`src/common/oag_pkg.sv`:
```
package oag_pkg;

  // Seventeen addressing modes in seven families
  typedef enum logic [4:0] {
    OAG_INH       = 5'h00,
    OAG_IMM       = 5'h01,
    OAG_DIR_S     = 5'h02,
    OAG_DIR_L     = 5'h03,
    OAG_IDX_N     = 5'h04,
    OAG_IDX_S     = 5'h05,
    OAG_IDX_L     = 5'h06,
    OAG_IND_S     = 5'h07,
    OAG_IND_L     = 5'h08,
    OAG_INDX_S    = 5'h09,
    OAG_INDX_L    = 5'h0A,
    OAG_REL_D     = 5'h0B,
    OAG_REL_I     = 5'h0C,
    OAG_BIT_D     = 5'h0D,
    OAG_BIT_I     = 5'h0E,
    OAG_BIT_D_REL = 5'h0F,
    OAG_BIT_I_REL = 5'h10
  } oag_mode_t;

  // Inherent special operations
  typedef enum logic [2:0] {
    OAG_OP_NONE          = 3'h0,
    OAG_OP_SET_IRQ_MASK  = 3'h1,
    OAG_OP_CLR_IRQ_MASK  = 3'h2,
    OAG_OP_WAIT_FOR_IRQ  = 3'h3,
    OAG_OP_HALT          = 3'h4
  } oag_special_t;

  typedef struct packed {
    oag_mode_t mode;
    logic use_y;
    logic rmw;
    oag_special_t special;
  } oag_instr_t;

  typedef struct packed {
    logic [15:0] addr;
    logic [7:0] operand;
    logic is_imm;
    logic is_branch;
    logic [15:0] target;
  } oag_result_t;

  localparam logic [1:0] OAG_IRQ_LEVEL_MAX = 2'h3;
  localparam logic [1:0] OAG_IRQ_LEVEL_MIN = 2'h0;
  localparam logic [15:0] OAG_RESET_PC = 16'h0000;
  localparam logic [15:0] OAG_PAGE0_MASK = 16'h00FF;
  localparam logic [1:0] OAG_IRQ_LEVEL_RESET = 2'h3;

endpackage : oag_pkg

```
`src/core/oag_core.sv`:
```
`timescale 1ns/1ps
// What this block does
// RL1 - Seventeen addressing modes in seven families
// RL2 - Short reaches page zero, long full space
// RL3 - Read-modify-write ops only short forms
// RL4 - Inherent is one byte, no operands
// RL5 - Immediate second byte is the value
// RL6 - Short direct: one address byte
// RL7 - Long direct: two-byte address word
// RL8 - Indexed address is unsigned index plus offset
// RL9 - No-offset indexed uses index register alone
// RL10 - Short indexed adds one byte, up to 1FE
// RL11 - Long indexed adds two-byte offset word
// RL12 - Indirect reads address from pointer location
// RL13 - Short pointer byte, long pointer word
// RL14 - Indirect indexed adds index to pointer
// RL15 - Mask set to level 3, clear to 0
// RL16 - Wait and halt enter low-power modes
// RL17 - Relative adds signed 8-bit offset to PC
// RL18 - PC skips exactly the operand bytes; a long read-modify-write op moves the PC past the opcode only
// RL19 - Short indexed carry kept as ninth bit
module oag_core (
  input wire logic clock_in,
  input wire logic rst_n_in,
  input wire logic start_in,
  input wire oag_pkg::oag_instr_t instr_in,
  input wire logic [7:0] x_in,
  input wire logic [7:0] y_in,
  input wire logic [7:0] mem_data_in,
  input wire logic mem_ready_in,
  input wire logic wake_in,
  output logic mem_req_out,
  output logic [15:0] mem_addr_out,
  output logic busy_out,
  output logic done_out,
  output logic illegal_out,
  output oag_pkg::oag_result_t result_out,
  output logic [15:0] pc_out,
  output logic [1:0] irq_level_out,
  output logic wait_mode_out,
  output logic halt_mode_out
);

  typedef enum logic [2:0] {
    OAG_S_IDLE = 3'b000,
    OAG_S_OPND = 3'b001,
    OAG_S_PTR  = 3'b010,
    OAG_S_CALC = 3'b011,
    OAG_S_DONE = 3'b100
  } oag_state_t;

  oag_state_t state_r;
  oag_pkg::oag_instr_t instr_r;
  logic [15:0] pc_r;
  logic [15:0] opnd_r;
  logic [15:0] ptr_r;
  logic [1:0] cnt_r;
  logic [1:0] pcnt_r;
  logic [1:0] op_bytes;
  logic ptr_word;
  logic uses_ptr;
  logic [15:0] idx_base;
  logic [15:0] idx_sum;
  logic [7:0] index_sel;
  logic rmw_long;
  logic [15:0] eff;
  oag_pkg::oag_result_t result_r;
  logic [1:0] irq_level_r;
  logic wait_r;
  logic halt_r;
  logic illegal_r;
  logic take;
  logic opnd_more;
  logic ptr_last;
  logic is_long;
  logic is_rel_i;
  logic [15:0] ptr_addr;
  logic [15:0] rel_off;
  logic set_mask;
  logic clr_mask;
  logic enter_wait;
  logic enter_halt;

  oag_len u_len (
    .mode_in(instr_r.mode),
    .op_bytes_out(op_bytes),
    .ptr_word_out(ptr_word),
    .uses_ptr_out(uses_ptr)
  );

  oag_sum u_sum (
    .base_in(idx_base),
    .index_in(index_sel),
    .sum_out(idx_sum)
  );

  assign index_sel = instr_r.use_y ? y_in : x_in; // RL8

  // Opcode accepted only from idle and outside the low-power modes
  assign take = (state_r == OAG_S_IDLE) && start_in && !wait_r && !halt_r;
  assign opnd_more = (state_r == OAG_S_OPND) && (cnt_r != op_bytes);
  assign ptr_last = (pcnt_r == {1'b0, ptr_word});
  assign is_rel_i = (instr_r.mode == oag_pkg::OAG_REL_I);

  // Long forms cannot carry a read-modify-write op
  always_comb begin
    case (instr_in.mode)
      oag_pkg::OAG_DIR_L, oag_pkg::OAG_IDX_L, oag_pkg::OAG_IND_L,
      oag_pkg::OAG_INDX_L: is_long = 1'b1;
      default: is_long = 1'b0;
    endcase
  end

  assign rmw_long = is_long && instr_in.rmw; // RL3

  always_comb begin
    case (instr_r.mode)
      oag_pkg::OAG_IDX_N: idx_base = 16'h0000; // RL9
      oag_pkg::OAG_IDX_S: idx_base = {8'h00, opnd_r[7:0]}; // RL10
      oag_pkg::OAG_IDX_L: idx_base = opnd_r; // RL11
      oag_pkg::OAG_INDX_S: idx_base = {8'h00, ptr_r[7:0]}; // RL14
      oag_pkg::OAG_INDX_L: idx_base = ptr_r; // RL14
      default: idx_base = 16'h0000;
    endcase
  end

  always_comb begin
    case (instr_r.mode)
      oag_pkg::OAG_DIR_S, oag_pkg::OAG_BIT_D,
      oag_pkg::OAG_BIT_D_REL: eff = {8'h00, opnd_r[7:0]}; // RL2 RL6
      oag_pkg::OAG_DIR_L: eff = opnd_r; // RL7
      oag_pkg::OAG_IDX_N, oag_pkg::OAG_IDX_S, oag_pkg::OAG_IDX_L,
      oag_pkg::OAG_INDX_S, oag_pkg::OAG_INDX_L: eff = idx_sum;
      oag_pkg::OAG_IND_S, oag_pkg::OAG_BIT_I,
      oag_pkg::OAG_BIT_I_REL: eff = {8'h00, ptr_r[7:0]}; // RL13
      oag_pkg::OAG_IND_L: eff = ptr_r; // RL13
      default: eff = 16'h0000;
    endcase
  end

  // Fetch sequencer
  always_ff @(posedge clock_in or negedge rst_n_in) begin
    if (!rst_n_in) begin
      state_r <= OAG_S_IDLE;
    end else begin
      case (state_r)
        OAG_S_IDLE: begin
          if (take) begin
            state_r <= rmw_long ? OAG_S_DONE : OAG_S_OPND; // RL3
          end
        end
        OAG_S_OPND: begin
          if (cnt_r == op_bytes) begin
            state_r <= uses_ptr ? OAG_S_PTR : OAG_S_CALC; // RL18
          end
        end
        OAG_S_PTR: begin
          if (mem_ready_in && ptr_last) begin
            state_r <= OAG_S_CALC;
          end
        end
        OAG_S_CALC: begin
          state_r <= OAG_S_DONE;
        end
        OAG_S_DONE: begin
          state_r <= OAG_S_IDLE;
        end
        default: begin
          state_r <= OAG_S_IDLE;
        end
      endcase
    end
  end

  // Mode, index choice and special op are held for the whole instruction
  always_ff @(posedge clock_in or negedge rst_n_in) begin
    if (!rst_n_in) begin
      instr_r <= '0;
    end else if (take) begin
      instr_r <= instr_in;
    end
  end

  // Flag stays up until the next opcode, so it can still be read after done
  always_ff @(posedge clock_in or negedge rst_n_in) begin
    if (!rst_n_in) begin
      illegal_r <= 1'b0;
    end else if (take) begin
      illegal_r <= rmw_long; // RL3
    end
  end

  // Operand bytes arrive high byte first
  always_ff @(posedge clock_in or negedge rst_n_in) begin
    if (!rst_n_in) begin
      opnd_r <= 16'h0000;
      cnt_r <= 2'h0;
    end else if (take) begin
      opnd_r <= 16'h0000;
      cnt_r <= 2'h0;
    end else if (opnd_more && mem_ready_in) begin
      opnd_r <= {opnd_r[7:0], mem_data_in};
      cnt_r <= cnt_r + 2'h1; // RL18
    end
  end

  // Pointer bytes, high byte first for a word pointer
  always_ff @(posedge clock_in or negedge rst_n_in) begin
    if (!rst_n_in) begin
      ptr_r <= 16'h0000;
      pcnt_r <= 2'h0;
    end else if (take) begin
      ptr_r <= 16'h0000;
      pcnt_r <= 2'h0;
    end else if (state_r == OAG_S_PTR && mem_ready_in) begin
      ptr_r <= {ptr_r[7:0], mem_data_in}; // RL12
      pcnt_r <= pcnt_r + 2'h1;
    end
  end

  // Program counter: opcode plus exactly the operand bytes consumed
  always_ff @(posedge clock_in or negedge rst_n_in) begin
    if (!rst_n_in) begin
      pc_r <= oag_pkg::OAG_RESET_PC;
    end else if (take) begin
      pc_r <= pc_r + 16'h0001;
    end else if (opnd_more && mem_ready_in) begin
      pc_r <= pc_r + 16'h0001; // RL18
    end else if (state_r == OAG_S_DONE && result_r.is_branch) begin
      pc_r <= result_r.target; // RL17
    end
  end

  // Pointer lives in page zero; a bit branch keeps its offset in the last byte
  always_comb begin
    ptr_addr = {8'h00, opnd_r[7:0]};
    if (op_bytes == 2'h2) begin
      ptr_addr = {8'h00, opnd_r[15:8]};
    end
  end

  // Memory request: operand bytes from PC, pointer bytes from pointer address
  always_comb begin
    mem_req_out = 1'b0;
    mem_addr_out = pc_r;
    case (state_r)
      OAG_S_OPND: begin
        mem_req_out = opnd_more;
      end
      OAG_S_PTR: begin
        mem_req_out = 1'b1;
        mem_addr_out = ptr_addr + {14'h0000, pcnt_r}; // RL12
      end
      default: begin
        mem_req_out = 1'b0;
      end
    endcase
  end

  // Signed branch offset, from the operand or read through the pointer
  always_comb begin
    rel_off = {{8{opnd_r[7]}}, opnd_r[7:0]};
    if (is_rel_i) begin
      rel_off = {{8{ptr_r[7]}}, ptr_r[7:0]}; // RL17
    end
  end

  // Result assembly
  always_ff @(posedge clock_in or negedge rst_n_in) begin
    if (!rst_n_in) begin
      result_r <= '0;
    end else if (state_r == OAG_S_CALC) begin
      result_r.addr <= eff;
      result_r.operand <= opnd_r[7:0]; // RL5
      result_r.is_imm <= (instr_r.mode == oag_pkg::OAG_IMM);
      result_r.is_branch <= is_rel_i ||
        (instr_r.mode == oag_pkg::OAG_REL_D);
      result_r.target <= pc_r + rel_off; // RL17
    end else if (state_r == OAG_S_IDLE && start_in) begin
      result_r <= '0;
    end
  end

  // Special inherent operations act once the instruction reaches CALC
  always_comb begin
    set_mask = 1'b0;
    clr_mask = 1'b0;
    enter_wait = 1'b0;
    enter_halt = 1'b0;
    if (state_r == OAG_S_CALC && instr_r.mode == oag_pkg::OAG_INH) begin
      case (instr_r.special)
        oag_pkg::OAG_OP_SET_IRQ_MASK: set_mask = 1'b1;
        oag_pkg::OAG_OP_CLR_IRQ_MASK: clr_mask = 1'b1;
        oag_pkg::OAG_OP_WAIT_FOR_IRQ: enter_wait = 1'b1;
        oag_pkg::OAG_OP_HALT: enter_halt = 1'b1;
        default: set_mask = 1'b0;
      endcase
    end
  end

  // Interrupt mask level; starts masked as after a core reset
  always_ff @(posedge clock_in or negedge rst_n_in) begin
    if (!rst_n_in) begin
      irq_level_r <= oag_pkg::OAG_IRQ_LEVEL_RESET;
    end else if (set_mask) begin
      irq_level_r <= oag_pkg::OAG_IRQ_LEVEL_MAX; // RL15
    end else if (clr_mask) begin
      irq_level_r <= oag_pkg::OAG_IRQ_LEVEL_MIN; // RL15
    end
  end

  // Wake wins over entry, so an interrupt that meets the op is not lost
  always_ff @(posedge clock_in or negedge rst_n_in) begin
    if (!rst_n_in) begin
      wait_r <= 1'b0;
    end else if (wake_in) begin
      wait_r <= 1'b0;
    end else if (enter_wait) begin
      wait_r <= 1'b1; // RL16
    end
  end

  // Same priority for halt; only a wake request or a reset restarts the core
  always_ff @(posedge clock_in or negedge rst_n_in) begin
    if (!rst_n_in) begin
      halt_r <= 1'b0;
    end else if (wake_in) begin
      halt_r <= 1'b0;
    end else if (enter_halt) begin
      halt_r <= 1'b1; // RL16
    end
  end

  assign busy_out = (state_r != OAG_S_IDLE);
  assign done_out = (state_r == OAG_S_DONE);
  assign illegal_out = illegal_r;
  assign result_out = result_r;
  assign pc_out = pc_r;
  assign irq_level_out = irq_level_r;
  assign wait_mode_out = wait_r;
  assign halt_mode_out = halt_r;

endmodule : oag_core

```
`src/core/oag_len.sv`:
```
`timescale 1ns/1ps
// Operand byte count per mode, and the pointer fetch size
module oag_len (
  input wire oag_pkg::oag_mode_t mode_in,
  output logic [1:0] op_bytes_out,
  output logic ptr_word_out,
  output logic uses_ptr_out
);
  always_comb begin
    op_bytes_out = 2'h0;
    ptr_word_out = 1'b0;
    uses_ptr_out = 1'b0;
    case (mode_in) // RL1
      oag_pkg::OAG_INH, oag_pkg::OAG_IDX_N: op_bytes_out = 2'h0; // RL4 RL9
      oag_pkg::OAG_IMM, oag_pkg::OAG_DIR_S, oag_pkg::OAG_IDX_S,
      oag_pkg::OAG_REL_D, oag_pkg::OAG_BIT_D: op_bytes_out = 2'h1; // RL5 RL6 RL10
      oag_pkg::OAG_DIR_L, oag_pkg::OAG_IDX_L,
      oag_pkg::OAG_BIT_D_REL: op_bytes_out = 2'h2; // RL7 RL11
      oag_pkg::OAG_IND_S, oag_pkg::OAG_INDX_S, oag_pkg::OAG_REL_I,
      oag_pkg::OAG_BIT_I: begin
        op_bytes_out = 2'h1;
        uses_ptr_out = 1'b1; // RL12
      end
      oag_pkg::OAG_BIT_I_REL: begin
        op_bytes_out = 2'h2;
        uses_ptr_out = 1'b1;
      end
      oag_pkg::OAG_IND_L, oag_pkg::OAG_INDX_L: begin
        op_bytes_out = 2'h1;
        uses_ptr_out = 1'b1;
        ptr_word_out = 1'b1; // RL13
      end
      default: op_bytes_out = 2'h0;
    endcase
  end
endmodule : oag_len

```
`src/core/oag_sum.sv`:
```
`timescale 1ns/1ps
// Unsigned index plus base; short forms keep the ninth bit
module oag_sum (
  input wire logic [15:0] base_in,
  input wire logic [7:0] index_in,
  output logic [15:0] sum_out
);
  assign sum_out = base_in + {8'h00, index_in}; // RL8 RL19
endmodule : oag_sum

```
`config.mk`:
```
export PLATFORM = sky130hd
export DESIGN_NAME = oag_core
export DESIGN_NICKNAME = d
export VERILOG_FILES = /design/src/common/oag_pkg.sv /design/src/core/oag_core.sv /design/src/core/oag_len.sv /design/src/core/oag_sum.sv
export SDC_FILE = /design/constraint.sdc
export NUM_CORES = 1
export LEC_CHECK = 0
export BUFFER_PORTS_ARGS = -buffer_cell sky130_fd_sc_hd__buf_2
export CORE_ASPECT_RATIO = 1.1
export CORE_MARGIN = 1
export CORE_UTILIZATION = 40
export CTS_CLUSTER_SIZE = 25
export DETAILED_ROUTE_END_ITERATION = 8
export SYNTH_ARGS = -nofsm -noshare
export SYNTH_HDL_FRONTEND = slang
export SYNTH_HIERARCHICAL = 1
export SYNTH_SLANG_ARGS = --single-unit
export TNS_END_PERCENT = 1
```
`constraint.sdc`:
```
create_clock -name clock_in -period 4.3 [get_ports clock_in]
set_clock_uncertainty 0.1 [all_clocks]
set_input_delay 0.645 -clock clock_in [delete_from_list [all_inputs] [get_ports clock_in]]
set_output_delay 0.645 -clock clock_in [all_outputs]
set_load 0.05 [all_outputs]
```
== Word level (Yosys, flattened, before mapping) ==
Cells that the tools add are included.

* Output and inout bits: 82
* Register bits: 111
* Word-level logic and storage cells: 135

* Add/subtract/negate cells: 6
* Eq/ne operators: 35
* Reduce and logical (&&, ||, !) cells: 32
* Mux-type cells: 44

{| class="wikitable"
|+ Operators with widths
! operator !! number
|-
| $mux W16 || 9
|-
| $mux W42 || 2
|-
| $pmux W16 S5 || 1
|-
| $pmux W16 S4 || 1
|-
| $eq A5 B4 Y1 const B || 10
|-
| $eq A5 B3 Y1 const B || 5
|-
| $add A16 B1 Y16 const B || 1
|-
| $add A16 B16 Y16 || 1
|-
| $add A16 B2 Y16 || 1
|-
| $add A16 B8 Y16 || 1
|-
| $mux W1 || 16
|-
| $mux W8 || 2
|-
| $eq A5 B2 Y1 const B || 3
|-
| $eq A3 B2 Y1 const B || 4
|-
| $mux W2 || 6
|-
| $mux W3 || 4
|-
| $pmux W3 S4 || 1
|-
| $reduce_bool A2 Y1 || 6
|-
| $reduce_or A11 Y1 || 1
|-
| $logic_and A1 B1 Y1 || 10
|-
| $reduce_or A4 Y1 || 2
|-
| $reduce_or A7 Y1 || 1
|-
| $eq A3 B1 Y1 const B || 2
|-
| $eq A3 B3 Y1 const B || 2
|-
| 20 further kinds || 25
|}

== Longest topological paths before layout ==
* Depth after elaboration: 8
* Mapped depth: 14
* Mapped depth without buffers: 13

== Modules after synthesis ==
The synthesis kept the hierarchy.

{| class="wikitable"
|+ By module, submodules not included
! module !! times used !! cells an instance !! area each (um^2) !! seq. area each (um^2)
|-
| oag_core || 1 || 691 || 6,532.5 || 2,753.9
|-
| oag_sum || 1 || 62 || 490.5 || 0.0
|-
| oag_len || 1 || 20 || 138.9 || 0.0
|}

== Worst setup path after synthesis ==
No wires, ideal clock.

* Path type: register -> output
* Start: reg instr_r[8] (netlist bit)
* End: out mem_addr_out[6]
* Buffers on the path: 2
* Stages on the path, launching flop included: 13
* Slack: -0.334 ns
* Required time: 3.555 ns
* Arrival time: 3.889 ns
* Cells stage by stage: dfrtp_1 buf_6 nor2_2 a21boi_1 a311oi_1 nand2b_1 buf_1 mux2_2 ha_1 fa_1 nand4b_1 xnor2_1 o21ai_0

* Word-level cells in the longest chain between the ends: 7
* Elaborated cells between the ends (all ways): 22
* Those cells by class: 1 x add/sub; 16 x eq/ne; 3 x mux; 2 x reduce/logical

{| class="wikitable"
|+ Ends and longest elaborated chain
! item !! RTL line !! source
|-
| start: declaration || oag_core.sv:53 || <nowiki>oag_pkg::oag_instr_t instr_r;</nowiki>
|-
| start signal: assignment || oag_core.sv:180 || <nowiki>instr_r <= instr_in;</nowiki>
|-
| $eq A5 B4 Y1, or another cell as far along || oag_len.sv:13 || <nowiki>case (mode_in)</nowiki>
|-
| $reduce_or A11 Y1 (no source line) or $reduce_or A4 Y1 (tied branches) || -- ||
|-
| $pmux W2 S2 (*) || oag_len.sv:13 ||
|-
| net op_bytes[0] || oag_core.sv:59 || <nowiki>logic [1:0] op_bytes;</nowiki>
|-
| $eq A2 B2 Y1 (*) || oag_core.sv:237 || <nowiki>if (op_bytes == 2'h2) begin</nowiki>
|-
| $mux W8 (*) || oag_core.sv:237 ||
|-
| $add A16 B2 Y16 (*) || oag_core.sv:252 || <nowiki>mem_addr_out = ptr_addr + {14'h0000, pcnt_r};</nowiki>
|-
| $mux W16 (*) || oag_core.sv:246 || <nowiki>case (state_r)</nowiki>
|-
| end: declaration || oag_core.sv:33 || <nowiki>output logic [15:0] mem_addr_out,</nowiki>
|}

Mark *: on every way through the listed nets, which the timed path passes. The rest lies on a longest branch.

== Final worst setup path ==
Ends and elaborated chain as after synthesis.

==> summary.txt <==
Status
  – Status: completed

Routing
  – First-pass iteration count of the detailed router: 5
  – DRT iter0 DRCs: about 580
  – Routed via count: approximately 6400
  – DRC violations left: 0
  – Routed Antenna Nets: 0
  – Vias per cell: ~5.7
  – Detailed-route wire length per cell: 18.4 um
  – Overall routed net length: 20600 um

Timing
  – Fmax: 246 MHz
  – Min cycle time layout: between 4000 and 5000 ps
  – Final Worst Setup Slack: between 200 and 250 ps
  – RSZ-0062 raised after global routing: no
  – # setup viols final: 0
  – Final Hold Viols: 0
  – Max_slew headroom: a little over two fifths
  – Post-route clock period utilization: between 90% and 100%
  – WHS: 282 ps
  – Worst-margin pin slew: around 870 ps
  – Final slew viol count: 0

Floorplan
  – Die area: around 18000 sq um
  – Die W: 130 um
  – Starting Density: about two fifths
  – Core area: between 15000 and 20000 sq um
  – Die height: 142 um
  – Top Ports: between 100 and 150
  – FP Rows: 50

Clock tree
  – Root Buffer: clkbuf_16
  – H-tree Lvls: 3
  – Post-CTS sizing: 0
  – Clock Pin Slew Worst Setup and Hold Paths: roughly 80 ps
  – Clock Tree Buf Depth: 2
  – CTS buffer count: 9
  – Clock sink count: 110
  – Hold buffers post-CTS: 0
  – # Post-CTS Setup Buffers: 0
  – CTS tree: built
  – Clk Latency, worst-skew pair: 360 ps

Global route
  – Initial antenna violation count: 0
  – GRT Total Usage: a little under a quarter
  – First-pass GRT wire length: 32500 um
  – Total grt overflow: 0
  – Vias in the first global route: 5862
  – Largest net degree at the start of global routing: 65

Synthesis
  – Synth top area cells: dfrtp_1, nand2_1, ha_1
  – Synth top area share: 38.1%
  – Sequential cell area fraction in the yosys report: between 30% and 40%
  – Dominant cell type by area after synthesis: dfrtp_1
  – EDFF count, synth: 0
  – Cell Area, Synth: about 7200 sq um
  – Post-Syn Nets: around 850
  – Synth top cells by count: dfrtp_1, nand2_1, o21ai_0, nor2_1, a21oi_1
  – Ys flop type: dfrtp_1
  – Synth Area per Inst: a little over 9 sq um
  – Async S/R FF share, synth: 100%
  – Count leader, synth: dfrtp_1
  – Post-synthesis cell type count: ~80
  – Gate Count Post-Synth: ~770
  – Synth warnings: 6
  – Synth Register Bits: 110

Place
  – Place WS: 419 ps
  – Cell Area, Placed: approximately 8000 sq um
  – PortBufs: 120
  – DP HPWL: between 10000 and 15000 um
  – Routability cong.: around 0.84

Setup path
  – Crit path cell chain: nor2_2, a21boi_1, a311oi_2, nand2b_4, mux2_2, ha_1, fa_1, nand4b_1, xnor2_1, o21ai_1, buf_2
  – Critical path data required time: 3560 ps
  – Crit-path slowest cell: dfrtp_1
  – Critical path class: register to primary output
  – Worst path max stage delay: roughly 490 ps
  – CP max FO: 9
  – CP endpoint kind: primary output
  – CP Data Arrival Time: between 3000 and 4000 ps
  – Crit start category: register

Layout
  – Seq. cell area: 2760 sq um
  – Fin nets: approximately 950
  – Antenna cells: 0
  – Multi-input logic area: 4180 sq um
  – Finished Cell Area: 8350 sq um
  – Fillers: 1704
  – Layout cells sized above 1: roughly a quarter
  – Area delta synth->final: 16.6%

Run
  – Total of max-cap violations: 0

Pwr
  – VDD IR-drop max: 0.000463 V
  – Pwr dens: 723 nW/um^2
  – Pleak: around 4 nW

Worst hold path
  – Worst min-delay path class: primary input to async pin
placed cells by master, fill, tap and decap left out, types with 12 or more instances in the layout:
cell      netlist  routed
inv_1          13      13
xor2_1         14      14
nand2_1       102     102
a22o_1         35      35
nand3_1        20      20
and2_1         12      12
xnor2_1        23      23
mux2_2         28      28
dfrtp_1       109     108
buf_4           1      19
a21oi_1        40      40
mux2i_1        25      25
a222oi_1       16      16
buf_2           4     119
ha_1           30      30
nor2_1         53      53
o21ai_0        60      59
final cells by class:
type	instances	area share [%]
Timing Repair Buffer	138	8.84
Tap cell	234	3.51
Inverter	13	0.584
Clock inverter	7	1.36
Clock buffer	9	2.70
Multi-Input combinational cell	608	50.0
Sequential cell	110	33.0
power by group:
part           leakage, nW  internal [mW]  total, mW  switching (mW)
sequential            1.47           1.35       1.87           0.514
combinational         2.41           1.09       3.22            2.13
clock                0.165          0.526      0.957           0.431
worst paths after layout:
check                          startpoint              end  slack, ps  cells after the start
max                            instr_r[8]  mem_addr_out[6]        230                     11
min                              rst_n_in       instr_r[2]        280                      1
max reg2reg                    instr_r[8]   result_out[38]        380                     13
min reg2reg                result_out[41]   result_out[41]        380                      2
max in group asynchronous        rst_n_in   result_out[30]       2950                      2
min in group clock_in             wake_in    wait_mode_out        350                      2
critical path, delay by kind of cell (launching register included):
kind	cells	cell delay, ps
fa+ha+maj	2	670
xor+xnor	1	80
flops	1	490
simple gates	3	530
compound gates	3	570
mux	1	350
buf+inv	1	270
metal layers:
metal | vias to the layer above | track usage, % | part of all wire (%)
met4 | 0 | 6.85 | 1.6
li1 | 3078 | - | -
met1 | 3086 | 33.5 | 48
met5 | - | 0 | 0
met2 | 189 | 35.5 | 46
met3 | 24 | 2.93 | 4.6
registers in the layout, summed over array words and instances, names as in the netlist:
name and flops:
opnd_r 16, result_out 42, state_r 3, wait_mode_out 1, pc_out 16, irq_level_out 1, instr_r 9, illegal_out 1
halt_mode_out 1, cnt_r 2, ptr_r 16, pcnt_r 2
cells by family after synthesis:
kind of cell | share of synthesized area (%)
compound gates | 21.8
xor+xnor | 4.52
fa+ha+maj | 6.08
buf+inv | 3.56
flops | 38.5
mux | 7.90
simple gates | 17.7
stage by stage:
step	util (%)	TNS [ps]	cells	power [mW]
final	48.4	0	1119	6.04
after global routing	48.4	0	1119	6.44
after CTS	48.3	0	1119	6.03
after detailed placement	46.3	0	1103	5.04
after global placement	46.3	0	1103	5.03
after floorplan	-	-1260	773	4.23
(Power assumes the default switching activity.)
